## config.mk

```make
export PLATFORM = sky130hd
export DESIGN_NAME = sph_handshake
export DESIGN_NICKNAME = d
export VERILOG_FILES = /design/src/inc/sph_pkg.sv /design/src/hw/sph_edge.sv /design/src/hw/sph_handshake.sv /design/src/hw/sph_sync.sv
export SDC_FILE = /design/constraint.sdc
export NUM_CORES = 1
export LEC_CHECK = 0
export BUFFER_PORTS_ARGS = -buffer_cell sky130_fd_sc_hd__buf_2
export CORE_AREA = 2 2 161 84
export DETAILED_ROUTE_END_ITERATION = 12
export DIE_AREA = 0 0 163 86
export HOLD_SLACK_MARGIN = 0.08
export PLACE_DENSITY = 0.72
export SYNTH_ARGS = -nofsm -noshare
export SYNTH_HDL_FRONTEND = slang
export SYNTH_HIERARCHICAL = 1
export SYNTH_SLANG_ARGS = --single-unit
```

## constraint.sdc

```tcl
create_clock -name aclk -period 2.8 [get_ports aclk]
set_input_delay 0.14 -clock aclk [delete_from_list [all_inputs] [get_ports aclk]]
set_output_delay 0.14 -clock aclk [all_outputs]
set_load 0.05 [all_outputs]
```

## src/inc/sph_pkg.sv

```systemverilog
// Register map, field layout and constants of the strobed parallel handshake
`default_nettype none
package sph_pkg;
	localparam int ADDR_W = 16;
	localparam int DATA_W = 32;
	localparam int PORT_W = 8;
	// Register indices; byte address is four times the index
	localparam logic [15:0] IDX_CTRL = 16'h1002;
	localparam logic [15:0] IDX_PC_DATA = 16'h1003;
	localparam logic [15:0] IDX_PB_DATA = 16'h1004;
	localparam logic [15:0] IDX_PC_LATCH = 16'h1005;
	localparam logic [15:0] IDX_PC_DIR = 16'h1007;
	localparam logic [15:0] ADDR_CTRL = {IDX_CTRL[13:0], 2'b00};
	localparam logic [15:0] ADDR_PC_DATA = {IDX_PC_DATA[13:0], 2'b00};
	localparam logic [15:0] ADDR_PB_DATA = {IDX_PB_DATA[13:0], 2'b00};
	localparam logic [15:0] ADDR_PC_LATCH = {IDX_PC_LATCH[13:0], 2'b00};
	localparam logic [15:0] ADDR_PC_DIR = {IDX_PC_DIR[13:0], 2'b00};
	// Control register fields
	localparam int B_FLAG = 7;
	localparam int B_IRQ_EN = 6;
	localparam int B_WIRED_OR = 5;
	localparam int B_FULL_HS = 4;
	localparam int B_DIR_SEL = 3;
	localparam int B_PULSE_SEL = 2;
	localparam int B_EDGE_SEL = 1;
	localparam int B_POLARITY = 0;
	localparam logic [7:0] CTRL_RESET = 8'h03;
	localparam logic [7:0] PB_RESET = 8'h00;
	localparam logic [7:0] PC_RESET = 8'h00;
	localparam logic [7:0] DIR_RESET = 8'h00;
	localparam logic [7:0] LATCH_RESET = 8'h00;
	// Output strobe pulse length in bus clock periods
	localparam int STROBE_CYCLES = 2;
	localparam logic [1:0] RESP_OKAY = 2'b00;
	localparam logic [1:0] RESP_SLVERR = 2'b10;

	typedef enum logic [2:0] {
		R_NONE,
		R_CTRL,
		R_PC_DATA,
		R_PB_DATA,
		R_PC_LATCH,
		R_PC_DIR
	} sph_reg_t;

	typedef enum logic [2:0] {
		ST_IDLE = 3'b001,
		ST_HOLD = 3'b010,
		ST_PULSE = 3'b100
	} sph_state_t;

	function automatic sph_reg_t sph_decode(input logic [ADDR_W-1:0] a);
		case (a)
			ADDR_CTRL: sph_decode = R_CTRL;
			ADDR_PC_DATA: sph_decode = R_PC_DATA;
			ADDR_PB_DATA: sph_decode = R_PB_DATA;
			ADDR_PC_LATCH: sph_decode = R_PC_LATCH;
			ADDR_PC_DIR: sph_decode = R_PC_DIR;
			default: sph_decode = R_NONE;
		endcase
	endfunction : sph_decode
endpackage : sph_pkg
`default_nettype wire

```

## src/hw/sph_edge.sv

```systemverilog
// Selected-edge and active-level detector for the input strobe
`default_nettype none
module sph_edge (
	input wire logic aclk,
	input wire logic aresetn,
	input wire logic ce,
	input wire logic level,
	input wire logic rising_sel,
	output logic edge_seen,
	output logic level_act
);
	logic prev_q;
	logic primed_q;

	// First sample after reset only primes, so a quiet line is no edge
	always_ff @(posedge aclk) begin
		if (!aresetn) begin
			prev_q <= 1'b0;
			primed_q <= 1'b0;
		end else if (ce) begin
			prev_q <= level;
			primed_q <= 1'b1;
		end
	end

	assign edge_seen = primed_q & (rising_sel ? (level & ~prev_q)
		: (~level & prev_q));
	assign level_act = rising_sel ? ~level : level;
endmodule : sph_edge
`default_nettype wire

```

## src/hw/sph_handshake.sv

```systemverilog
// Strobed parallel handshake for ports B and C behind an AXI4-Lite slave
//
// Behaviour
// - Handshake functions work only while single-chip mode input is high.
// - Simple mode: port B strobed output, port C latching input, together.
// - In simple mode each port B data write drives the output strobe active two clocks.
// - Polarity bit 0 gives active-low output strobe, 1 active-high.
// - Each selected input strobe edge captures port C pins into the latch.
// - Edge select 0 falling edge, high level; 1 rising edge, low level.
// - Selected input strobe edge sets the event flag, control bit 7.
// - Flag clears on control read with flag set, then mode's latch access.
// - Interrupt request while flag set and interrupt enable is one.
// - Wired-OR select one makes all eight port C outputs open-drain.
// - Full handshake bit 0 selects simple mode, 1 full handshake.
// - Direction select counts only in full mode: 0 input, 1 output.
// - Full modes: interlocked strobe holds until edge; pulsed two clocks.
// - Input handshake: ready strobe; edge latches, negates; read rearms.
// - Output handshake: latch write asserts strobe; partner edge acks.
// - Three-state variant drives all port C lines while input strobe active.
// - Port C lines stay general-purpose I/O while strobed input works.
// - Control bit 7 read-only; reset clears 7..3, keeps 2, sets 1..0.
// - Output handshake: direction bits zero select the three-state option.
// - Latch reads return the value captured at the last selected edge.
//
// Design decision made here: the AXI4-Lite interface to the registers.
`default_nettype none
module sph_handshake
	import sph_pkg::*;
#(
	parameter int STROBE_LEN = sph_pkg::STROBE_CYCLES
) (
	input wire logic aclk,
	input wire logic aresetn,
	input wire logic ce,
	input wire logic [sph_pkg::ADDR_W-1:0] s_axi_awaddr,
	input wire logic [2:0] s_axi_awprot,
	input wire logic s_axi_awvalid,
	output logic s_axi_awready,
	input wire logic [sph_pkg::DATA_W-1:0] s_axi_wdata,
	input wire logic [3:0] s_axi_wstrb,
	input wire logic s_axi_wvalid,
	output logic s_axi_wready,
	output logic [1:0] s_axi_bresp,
	output logic s_axi_bvalid,
	input wire logic s_axi_bready,
	input wire logic [sph_pkg::ADDR_W-1:0] s_axi_araddr,
	input wire logic [2:0] s_axi_arprot,
	input wire logic s_axi_arvalid,
	output logic s_axi_arready,
	output logic [sph_pkg::DATA_W-1:0] s_axi_rdata,
	output logic [1:0] s_axi_rresp,
	output logic s_axi_rvalid,
	input wire logic s_axi_rready,
	input wire logic single_chip_mode,
	output logic [sph_pkg::PORT_W-1:0] port_b_out,
	input wire logic [sph_pkg::PORT_W-1:0] port_c_in,
	output logic [sph_pkg::PORT_W-1:0] port_c_out,
	output logic [sph_pkg::PORT_W-1:0] port_c_oe_n,
	input wire logic strobe_in,
	output logic strobe_out,
	output logic strobe_irq
);
	localparam int CW = $clog2(STROBE_LEN + 1);
	localparam logic [CW-1:0] PULSE_LOAD = CW'(STROBE_LEN - 1);

	if (STROBE_LEN < 1) begin : g_bad_len
		$error("strobe pulse length must be at least one cycle");
	end

	logic [ADDR_W-1:0] aw_addr_q;
	logic aw_full_q;
	logic [7:0] w_data_q;
	logic w_strobe_out_q;
	logic w_full_q;
	logic wr_fire;
	logic wr_en;
	logic rd_fire;
	sph_reg_t wr_sel;
	sph_reg_t rd_sel;
	logic [7:0] ctrl_q;
	logic pulse_sel_q;
	logic flag_q;
	logic clr_arm_q;
	logic [7:0] port_b_q;
	logic [7:0] pc_data_q;
	logic [7:0] pc_dir_q;
	logic [7:0] latch_q;
	logic [7:0] ctrl_view;
	logic [7:0] pc_view;
	logic [7:0] rd_val;
	logic [8:0] sync_q;
	logic [7:0] pc_pin;
	logic stb_lvl;
	logic sel_edge_raw;
	logic sel_edge;
	logic lvl_act;
	logic simple_mode;
	logic in_hs;
	logic out_hs;
	logic lat_rd;
	logic lat_wr;
	logic ctrl_rd;
	logic clr_access;
	logic enter_in;
	logic pb_wr;
	logic trig;
	logic hold_go;
	logic strobe_act;
	logic [7:0] drive;
	sph_state_t st_q;
	logic [CW-1:0] cnt_q;

	// Write channel: address and data taken independently, then committed
	assign s_axi_awready = ce & ~aw_full_q & ~s_axi_bvalid;
	assign s_axi_wready = ce & ~w_full_q & ~s_axi_bvalid;
	assign wr_fire = ce & aw_full_q & w_full_q & ~s_axi_bvalid;
	assign wr_sel = sph_decode(aw_addr_q);
	assign wr_en = wr_fire & w_strobe_out_q & (wr_sel != R_NONE);

	always_ff @(posedge aclk) begin
		if (!aresetn) begin
			aw_full_q <= 1'b0;
			aw_addr_q <= '0;
		end else if (ce) begin
			if (s_axi_awvalid && s_axi_awready) begin
				aw_full_q <= 1'b1;
				aw_addr_q <= s_axi_awaddr;
			end else if (wr_fire) begin
				aw_full_q <= 1'b0;
			end
		end
	end

	// Only byte lane 0 carries register data; upper lanes are ignored
	always_ff @(posedge aclk) begin
		if (!aresetn) begin
			w_full_q <= 1'b0;
			w_data_q <= '0;
			w_strobe_out_q <= 1'b0;
		end else if (ce) begin
			if (s_axi_wvalid && s_axi_wready) begin
				w_full_q <= 1'b1;
				w_data_q <= s_axi_wdata[7:0];
				w_strobe_out_q <= s_axi_wstrb[0];
			end else if (wr_fire) begin
				w_full_q <= 1'b0;
			end
		end
	end

	always_ff @(posedge aclk) begin
		if (!aresetn) begin
			s_axi_bvalid <= 1'b0;
			s_axi_bresp <= RESP_OKAY;
		end else if (ce) begin
			if (wr_fire) begin
				s_axi_bvalid <= 1'b1;
				s_axi_bresp <= (wr_sel == R_NONE) ? RESP_SLVERR : RESP_OKAY;
			end else if (s_axi_bready) begin
				s_axi_bvalid <= 1'b0;
			end
		end
	end

	// Read channel: one cycle to a registered answer
	assign s_axi_arready = ce & ~s_axi_rvalid;
	assign rd_fire = s_axi_arvalid & s_axi_arready;
	assign rd_sel = sph_decode(s_axi_araddr);

	always_ff @(posedge aclk) begin
		if (!aresetn) begin
			s_axi_rvalid <= 1'b0;
			s_axi_rdata <= '0;
			s_axi_rresp <= RESP_OKAY;
		end else if (ce) begin
			if (rd_fire) begin
				s_axi_rvalid <= 1'b1;
				s_axi_rdata <= {24'h000000, rd_val};
				s_axi_rresp <= (rd_sel == R_NONE) ? RESP_SLVERR : RESP_OKAY;
			end else if (s_axi_rready) begin
				s_axi_rvalid <= 1'b0;
			end
		end
	end

	assign ctrl_view = {flag_q, ctrl_q[6:3], pulse_sel_q, ctrl_q[1:0]};
	// Output lines read back the port C data register, input lines read the pins
	assign pc_view = (pc_dir_q & pc_data_q) | (~pc_dir_q & pc_pin);

	always_comb begin
		case (rd_sel)
			R_CTRL: rd_val = ctrl_view;
			R_PC_DATA: rd_val = pc_view;
			R_PB_DATA: rd_val = port_b_q;
			R_PC_LATCH: rd_val = latch_q;
			R_PC_DIR: rd_val = pc_dir_q;
			default: rd_val = 8'h00;
		endcase
	end

	// Pin side: strobe and port C pins share one synchroniser
	sph_sync #(
		.W(9)
	) u_sync (
		.aclk(aclk),
		.aresetn(aresetn),
		.ce(ce),
		.d({strobe_in, port_c_in}),
		.q(sync_q)
	);

	assign pc_pin = sync_q[7:0];
	assign stb_lvl = sync_q[8];

	sph_edge u_edge (
		.aclk(aclk),
		.aresetn(aresetn),
		.ce(ce),
		.level(stb_lvl),
		.rising_sel(ctrl_q[B_EDGE_SEL]),
		.edge_seen(sel_edge_raw),
		.level_act(lvl_act)
	);

	assign sel_edge = sel_edge_raw & single_chip_mode;

	// Mode decode
	assign simple_mode = single_chip_mode & ~ctrl_q[B_FULL_HS];
	assign in_hs = single_chip_mode & ctrl_q[B_FULL_HS]
		& ~ctrl_q[B_DIR_SEL];
	assign out_hs = single_chip_mode & ctrl_q[B_FULL_HS]
		& ctrl_q[B_DIR_SEL];

	assign ctrl_rd = rd_fire & (rd_sel == R_CTRL);
	assign lat_rd = rd_fire & (rd_sel == R_PC_LATCH);
	assign lat_wr = wr_en & (wr_sel == R_PC_LATCH);
	assign pb_wr = wr_en & (wr_sel == R_PB_DATA);
	assign clr_access = (lat_rd & ~out_hs) | (lat_wr & out_hs);
	assign enter_in = wr_en & (wr_sel == R_CTRL) & single_chip_mode
		& w_data_q[B_FULL_HS] & ~w_data_q[B_DIR_SEL] & ~in_hs;

	// Control register; the pulse select bit keeps its value over reset
	always_ff @(posedge aclk) begin
		if (!aresetn) begin
			ctrl_q <= CTRL_RESET;
		end else if (ce && wr_en && wr_sel == R_CTRL) begin
			ctrl_q <= {1'b0, w_data_q[6:0]};
		end
	end

	always_ff @(posedge aclk) begin
		if (ce && wr_en && wr_sel == R_CTRL) begin
			pulse_sel_q <= w_data_q[B_PULSE_SEL];
		end
	end

	// Event flag: a new edge wins over a clear in the same cycle
	always_ff @(posedge aclk) begin
		if (!aresetn) begin
			flag_q <= 1'b0;
			clr_arm_q <= 1'b0;
		end else if (ce) begin
			if (sel_edge) begin
				flag_q <= 1'b1;
			end else if (clr_arm_q && clr_access) begin
				flag_q <= 1'b0;
			end
			if (ctrl_rd && flag_q) begin
				clr_arm_q <= 1'b1;
			end else if (clr_access) begin
				clr_arm_q <= 1'b0;
			end
		end
	end

	assign strobe_irq = flag_q & ctrl_q[B_IRQ_EN];

	// Capture latch
	always_ff @(posedge aclk) begin
		if (!aresetn) begin
			latch_q <= LATCH_RESET;
		end else if (ce && sel_edge) begin
			latch_q <= pc_pin;
		end
	end

	// Port data and direction; in output handshake a latch write feeds port C
	always_ff @(posedge aclk) begin
		if (!aresetn) begin
			port_b_q <= PB_RESET;
			pc_data_q <= PC_RESET;
			pc_dir_q <= DIR_RESET;
		end else if (ce) begin
			if (pb_wr) begin
				port_b_q <= w_data_q;
			end
			if ((wr_en && wr_sel == R_PC_DATA) || (lat_wr && out_hs)) begin
				pc_data_q <= w_data_q;
			end
			if (wr_en && wr_sel == R_PC_DIR) begin
				pc_dir_q <= w_data_q;
			end
		end
	end

	assign port_b_out = port_b_q;
	assign port_c_out = pc_data_q;

	// Output strobe sequencer
	assign trig = (simple_mode & pb_wr)
		| (in_hs & lat_rd) | enter_in
		| (out_hs & lat_wr);
	// Entering input handshake must use the mode bits being written now
	assign hold_go = enter_in ? ~w_data_q[B_PULSE_SEL]
		: (ctrl_q[B_FULL_HS] & ~pulse_sel_q);

	always_ff @(posedge aclk) begin
		if (!aresetn) begin
			st_q <= ST_IDLE;
			cnt_q <= '0;
		end else if (ce) begin
			if (!single_chip_mode) begin
				st_q <= ST_IDLE;
			end else begin
				case (st_q)
					ST_IDLE: begin
						if (trig && hold_go) begin
							st_q <= ST_HOLD;
						end else if (trig) begin
							st_q <= ST_PULSE;
							cnt_q <= PULSE_LOAD;
						end
					end
					ST_HOLD: begin
						if (sel_edge) begin
							st_q <= ST_IDLE;
						end
					end
					ST_PULSE: begin
						if (trig) begin
							cnt_q <= PULSE_LOAD;
						end else if (cnt_q == '0) begin
							st_q <= ST_IDLE;
						end else begin
							cnt_q <= cnt_q - CW'(1);
						end
					end
					default: st_q <= ST_IDLE;
				endcase
			end
		end
	end

	assign strobe_act = (st_q != ST_IDLE);
	assign strobe_out = ctrl_q[B_POLARITY] ? strobe_act : ~strobe_act;

	// Port C drivers; open-drain lines drive only a low
	assign drive = pc_dir_q
		| ((out_hs & lvl_act) ? 8'hff : 8'h00);
	assign port_c_oe_n = ~(drive
		& (~{8{ctrl_q[B_WIRED_OR]}} | ~pc_data_q));
endmodule : sph_handshake
`default_nettype wire

```

## src/hw/sph_sync.sv

```systemverilog
// Three-stage pin synchroniser that accepts a change once stages agree
`default_nettype none
module sph_sync #(
	parameter int W = 9
) (
	input wire logic aclk,
	input wire logic aresetn,
	input wire logic ce,
	input wire logic [W-1:0] d,
	output logic [W-1:0] q
);
	logic [W-1:0] s1_q;
	logic [W-1:0] s2_q;
	logic [W-1:0] s3_q;
	logic [W-1:0] agree;

	if (W < 1) begin : g_bad_w
		$error("sph_sync width must be at least one");
	end

	always_ff @(posedge aclk) begin
		if (!aresetn) begin
			s1_q <= '0;
			s2_q <= '0;
			s3_q <= '0;
		end else if (ce) begin
			s1_q <= d;
			s2_q <= s1_q;
			s3_q <= s2_q;
		end
	end

	assign agree = ~(s2_q ^ s3_q);

	always_ff @(posedge aclk) begin
		if (!aresetn) begin
			q <= '0;
		end else if (ce) begin
			q <= (s2_q & agree) | (q & ~agree);
		end
	end
endmodule : sph_sync
`default_nettype wire

```

==> results of run 1 <==
==> critical path, stage by stage, from the launching register on <==
cell and delay [ns]:
dfxtp_1 0.31, or4_1 0.58, nor3_1 0.44, a41oi_1 0.20, a21boi_1 0.26, nor2_1 0.10
o311a_1 0.33
==> power breakdown <==
part	leakage, nW	total (mW)	internal (mW)	switching, mW
clock network	0.283	2.19	1.33	0.866
registers	0.997	1.83	1.79	0.0366
logic	1.66	0.368	0.133	0.235
==> area by class of cell <==
type / instances / share of cell area
tap: 170 / 0.0293
clock buffer: 17 / 0.0586
multi-input combinational: 474 / 0.410
inverter: 23 / 0.0122
sequential: 123 / 0.340
timing repair buffer: 144 / 0.127
clock inverter: 15 / 0.0227
==> cell usage after synthesis, drive strengths merged (8+ instances only) <==
master	n	area [sq um]
a21oi	11	55.1
inv	23	88.8
o32ai	9	109
a22oi	8	60.1
a21boi	39	293
nand3	14	75.1
nand2	114	428
buf	40	312
nor2b	45	312
clkbuf	23	86.3
o21ai	22	110
nand3b	10	75.1
mux2i	58	581
dfxtp	122	2440
a22o	8	70.1
nor2	42	165
==> stage by stage <==
step	hold WS, ns	setup WS [ns]
after floorplan	0.250	0.397
after global placement	0.374	0.551
after detailed placement	0.382	0.517
after CTS	0.203	0.500
after global routing	0.246	0.321
final	0.211	0.463
==> path summary, 6_finish.rpt <==
| path | slack, ns | to | cells after the start |
|---|---|---|---|
| worst min register to register | 0.45 | aw_addr_q[14] | 2 |
| worst max-delay path | 0.46 | cnt_q[0] | 6 |
| worst max register to register | 0.46 | cnt_q[0] | 6 |
| worst min-delay path | 0.21 | s_axi_rvalid | 4 |
==> layer usage <==
metal  GRT usage  part of all wire  vias up
met3      0.0585             0.080       32
met2       0.340              0.43      204
li1            -                 -     2486
met5           0                 0        -
met4      0.0893             0.022        0
met1       0.284              0.46     2360
==> cells by family (layout without fill, tap and decap cells) <==
| kind of cell | after synthesis | count (layout) | synth area share |
|---|---|---|---|
| simple gates | 265 | 265 | 0.231 |
| flops | 123 | 123 | 0.423 |
| compound gates | 122 | 122 | 0.157 |
| buf+inv | 86 | 199 | 0.0833 |
| mux | 58 | 58 | 0.0994 |
| xor+xnor | 2 | 2 | 0.00300 |
| fa+ha+maj | 1 | 1 | 0.00214 |
| other cells | 1 | 26 | 0.000642 |
==> sequential cells by signal, summed over array words and instances (netlist names), 8 cells and up, named ones only <==
name	flops
aw_addr_q	16
u_sync/s1_q	9
u_sync/s2_q	9
u_sync/s3_q	9
latch_q	8
pc_dir_q	8
port_b_out	8
port_c_out	8
s_axi_rdata	8
w_data_q	8
==> timing repair <==
action	CTS	global route
endpoints found under the hold margin	36	0
hold buffers	36	0
setup endpoints to repair	0	0
==> results_dict.tcl, run 1 <==
set metrics [dict create \
    htree_levels 4 \
    rsz0062_at_grt "false" \
    dp_cells 898 \
    r2r-start "aw_addr_q[15]" \
    clkSinkCount 123 \
    via_count 5082 \
    avgSynthCellArea_sq_um 8.88 \
    clock_latency_ns 0.42 \
    drc_errors 0 \
    setup_viol 0 \
    hp-start "ce" \
    crit_path_max_fanout 3 \
    synth_ff_type "dfxtp_1" \
    worstPathRequired_ns 3.11 \
    cts_resized 0 \
    num_antenna_cells 0 \
    gp_congestion 0.891 \
    slew_headroom 0.584 \
    area_delta_synth_final_pct 24.4 \
    cts_root_buf "clkbuf_16" \
    critPathLaunch "aw_addr_q[15]" \
    seq_area_sq_um 2470 \
    p_total_mw 4.39 \
    n_fill_cell 1123 \
    slew_violations 0 \
    synthCells 658 \
    grt_pass1_wl_um 23500 \
    numCtsBuffers 17 \
    finalSetupTns_ns 0 \
    numPortBuffers 99 \
    utilization 0.580 \
    die_h_um 86 \
    yosys_register_bits 123 \
    final_common_cell "dfxtp_1" \
    via_per_inst 5.26 \
    async_flop_share 0 \
    drive_gt1_frac 0.197 \
    max_cap_violations 0 \
    power_density_nw_per_um2 604 \
    hold_violations 0 \
    coreArea_sq_um 12500 \
    max-clock-path-buffers 2 \
    fin_area_sq_um 7260 \
    dp_hpwl_um 9960 \
    ios 159 \
    synth_edf_count 1 \
    cts_tree "built" \
    skew_ns 0.00876 \
    grt.overflow.total 0 \
    rows 29 \
    multiInputGateArea_sq_um 2980 \
    grt_pass1_vias 4704 \
    dieArea_sq_um 14000 \
    tightestPinTransition_ns 0.624 \
    layout_common_cells "dfxtp_1 (122), nand2_1 (114), buf_2 (99), mux2i_1 (58)" \
    crit_type "reg -> reg" \
    layout.cells.non_filler 966 \
    final.min_clock_period_ns 2.34 \
    ys_types 63 \
    yosys_warnings 6 \
    end_kind "flip-flop" \
    yosysSeqAreaShare 0.423 \
    placed_cell_area_sq_um 6310 \
    grt_usage 0.216 \
    fin_nets 876 \
    postCtsSetupBuffers 0 \
    worst_ir_drop_vdd_mv 0.349 \
    arrival_ns 2.64 \
    start_util 0.467 \
    drtAntennaViolNets 0 \
    clkSlewWorstSetupHoldPaths_ns 0.06 \
    antenna_found_initial 0 \
    wl_per_cell_um 15.5 \
    synthesis.area_sq_um 5840 \
    status "finished clean" \
    start_kind "flip-flop" \
    hold_path_class "in -> reg" \
    drtIter0Drc 387 \
    min_period_over_period 0.835 \
    p_leak_nw 2.94 \
    drtPass1Iterations 5 \
    timing.fmax_ghz 0.428 \
    routed_wl_um 15000 \
    die_w_um 163 \
    grt_max_degree 48 \
]
Note: power is estimated with default switching activity, not from simulation.
==> run 2: changes to the inputs <==
--- a/config.mk
+++ b/config.mk
@@ -5,12 +5,13 @@
 export SDC_FILE = /design/constraint.sdc
 export NUM_CORES = 1
 export LEC_CHECK = 0
+export ABC_AREA = 1
 export BUFFER_PORTS_ARGS = -buffer_cell sky130_fd_sc_hd__buf_2
-export CORE_AREA = 2 2 161 84
+export CORE_AREA = 2 2 162 85
 export DETAILED_ROUTE_END_ITERATION = 12
-export DIE_AREA = 0 0 163 86
+export DIE_AREA = 0 0 164 87
 export HOLD_SLACK_MARGIN = 0.08
-export PLACE_DENSITY = 0.72
+export PLACE_DENSITY = 0.74
 export SYNTH_ARGS = -nofsm -noshare
 export SYNTH_HDL_FRONTEND = slang
 export SYNTH_HIERARCHICAL = 1
==> constraint.sdc (replaced) <==
create_clock -name aclk -period 2.1 [get_ports aclk]
set_input_delay 0.105 -clock aclk [delete_from_list [all_inputs] [get_ports aclk]]
set_output_delay 0.105 -clock aclk [all_outputs]
set_load 0.05 [all_outputs]
==> results_dict.tcl, run 2 <==
set metrics [dict create \
    status "finished clean" \
    ff2ff_path_depth 12 \
    crit_path_max_incr_delay_ns 0.33 \
    yosys_register_bits 123 \
    via_per_inst 5.11 \
    cts_tree "built" \
    grt_usage 0.233 \
    async_flop_share 0 \
    hold_depth 6 \
    layout.cells.non_filler 1154 \
    synth.most_common_cell "dfxtp_1" \
    die_w_um 164 \
    cp.depth 12 \
    timing.fmax_ghz 0.478 \
    yosysTopAreaCell "dfxtp_1" \
    n_fill_cell 1157 \
    gp_congestion 0.904 \
    max-clock-path-buffers 2 \
    clock_latency_ns 0.42 \
    yosysSeqAreaShare 0.421 \
    grt_pass1_wl_um 25700 \
    hold_ws_ns 0.161 \
    synth_edf_count 1 \
    path_buf_inv 1 \
    largest_reg_flops 16 \
    clkPwrFrac 0.498 \
    hold_violations 0 \
    worstPathRequired_ns 2.46 \
    yosysTopAreaCellShare 0.415 \
    p_sw_frac 0.261 \
    clkSlewWorstSetupHoldPaths_ns 0.06 \
    max_cap_violations 0 \
    p_sw_mw 1.65 \
    yosys_warnings 6 \
    antenna_found_initial 0 \
    drive_gt1_frac 0.256 \
    cp_slowest_cell "dfxtp_2" \
    power_density_nw_per_um2 802 \
    drtAntennaViolNets 0 \
    htree_levels 4 \
    end_kind "flip-flop" \
    drc_errors 0 \
    via_count 5892 \
    pwr-share-comb 0.111 \
    arrival_ns 2.45 \
    tightestPinTransition_ns 0.615 \
    slew_violations 0 \
    synth_area_leaders "dfxtp_1 (42%), o21ai_0 (8.1%), nor2_1 (7.5%), a21oi_1 (6.6%), nand2_1 (6.3%)" \
    start_kind "flip-flop" \
    final_common_cell "dfxtp_1" \
    cts_root_buf "clkbuf_16" \
    synthTopCellsByCount "dfxtp_1 (122), nor2_1 (117), nand2_1 (98)" \
    clkSinkCount 123 \
    grt_max_degree 59 \
    min_period_over_period 0.997 \
    die_h_um 87 \
    synthCells 795 \
    start_util 0.451 \
    synth_ff_type "dfxtp_1" \
    wl_per_cell_um 14.6 \
    num_antenna_cells 0 \
    drtPass1Iterations 5 \
    crit_family "simple AND/OR/NAND/NOR gates" \
    crit_path_max_fanout 8 \
    numCtsBuffers 17 \
    slew_headroom 0.589 \
    finalSetupTns_ns 0 \
    avgSynthCellArea_sq_um 7.40 \
    synthesis.area_sq_um 5880 \
    rsz0062_at_grt "true" \
    worst_ir_drop_vdd_mv 0.453 \
    ys_types 48 \
    crit_type "reg -> reg" \
    routed_wl_um 16900 \
    area_delta_synth_final_pct 34.2 \
    worstPathCellList "nor2_4 -> nand3_2 -> nor2_4 -> nand2_1 -> nand2_2 -> nor2_2 -> nor3_4 -> nand3_2 -> o21ai_2 -> buf_6 -> o21ai_2 -> a21oi_2" \
    intPower_mw 4.68 \
    ios 159 \
    skew_ns 0.00604 \
    coreArea_sq_um 13000 \
    timing.final.ws_setup_ns 0.00583 \
    numPortBuffers 99 \
    fin_nets 1059 \
    dp_cells 1070 \
    dp_hpwl_um 11200 \
    rows 30 \
    dieArea_sq_um 14300 \
    grt_pass1_vias 5142 \
    p_seq_frac 0.391 \
    setup_viol 0 \
    top_register "aw_addr_q" \
    post-place-ws_ns 0.0555 \
    grt.overflow.total 0 \
    p_total_mw 6.33 \
    p_leak_nw 3.36 \
    layout_common_cells "dfxtp_1 (117), nor2_1 (103), buf_2 (98), nand2_1 (93), inv_1 (91)" \
    hold_path_class "in -> reg" \
    final.min_clock_period_ns 2.09 \
    drtIter0Drc 385 \
]
-- run 2: cell types whose count changed after synthesis, sizes merged, moves of 14 or more --
cell | previous run | this run
nand3 | 14 | 28
a21oi | 11 | 78
nor2b | 45 | 0
o21ai | 22 | 98
inv | 23 | 96
a21boi | 39 | 0
mux2i | 58 | 4
nor2 | 42 | 132
a211oi | 2 | 16
-- run 2: path summary, 6_finish.rpt --
| path | start | endpoint | slack (ns) |
|---|---|---|---|
| min reg2reg | w_data_q[2] | pulse_sel_q | 0.44 |
| min | single_chip_mode | cnt_q[1] | 0.16 |
| max reg2reg | aw_addr_q[9] | port_c_out[0] | 0.006 |
| max | aw_addr_q[9] | port_c_out[0] | 0.006 |
-- run 2: cell type report --
class | count | area [sq um] | share of cell area
multi-input cells | 547 | 2930 | 0.372
flip-flops and latches | 123 | 2480 | 0.314
repair buffers | 179 | 1250 | 0.159
clock buffers | 18 | 439 | 0.0557
inverters | 98 | 370 | 0.0469
well taps | 176 | 220 | 0.0279
clock inverters | 13 | 193 | 0.0244
-- run 2: cell families after synthesis --
group,share of synthesized area
multiplexers,0.00681
flip-flops,0.421
XOR/XNOR,0.00149
other,0.000638
AO/OA/AOI/OAI,0.216
buffers and inverters,0.122
adder cells (fa/ha/maj),0.00213
AND/OR/NAND/NOR,0.230
-- run 2: metrics by stage --
step,cell area (sq um),util
detailed placement,6600,0.507
global route,7890,0.606
finish,7890,0.606
global placement,6600,0.507
floorplan,5980,-
CTS,7620,0.585
-- run 2: routing by layer --
layer,vias up,GRT usage,routed length [um]
met5,-,0,0
met4,0,0.0582,173
met3,20,0.0519,1500
met2,210,0.338,7240
met1,2727,0.347,7960
li1,2935,-,-
-- run 2: repair_timing --
| item | CTS | global route |
|---|---|---|
| hold buffers | 38 | 0 |
| setup endpoints to repair | 2 | 44 |
| buffers inserted | 0 | 15 |
| resized for setup | 1 | 61 |
| pin swaps | 0 | 18 |
| hold endpoints to repair | 36 | 0 |
-- run 2: power groups by stage --
stage / logic, mW / registers (mW) / clock network [mW]
finish: 0.703 / 2.48 / 3.15
global route: 0.770 / 2.48 / 3.28
CTS: 0.661 / 2.47 / 3.17
detailed placement: 0.601 / 2.52 / 0
global placement: 0.595 / 2.52 / 0
floorplan: 0.470 / 2.52 / 0
-- run 2: worst reg2reg max path: stages, from the launching register on --
cell and delay [ns]:
dfxtp_2 0.33, nor2_4 0.11, nand3_2 0.09, nor2_4 0.24
nand2_1 0.14, nand2_2 0.11, nor2_2 0.05, nor3_4 0.24
nand3_2 0.16, o21ai_2 0.17, buf_6 0.16, o21ai_2 0.08
a21oi_2 0.13
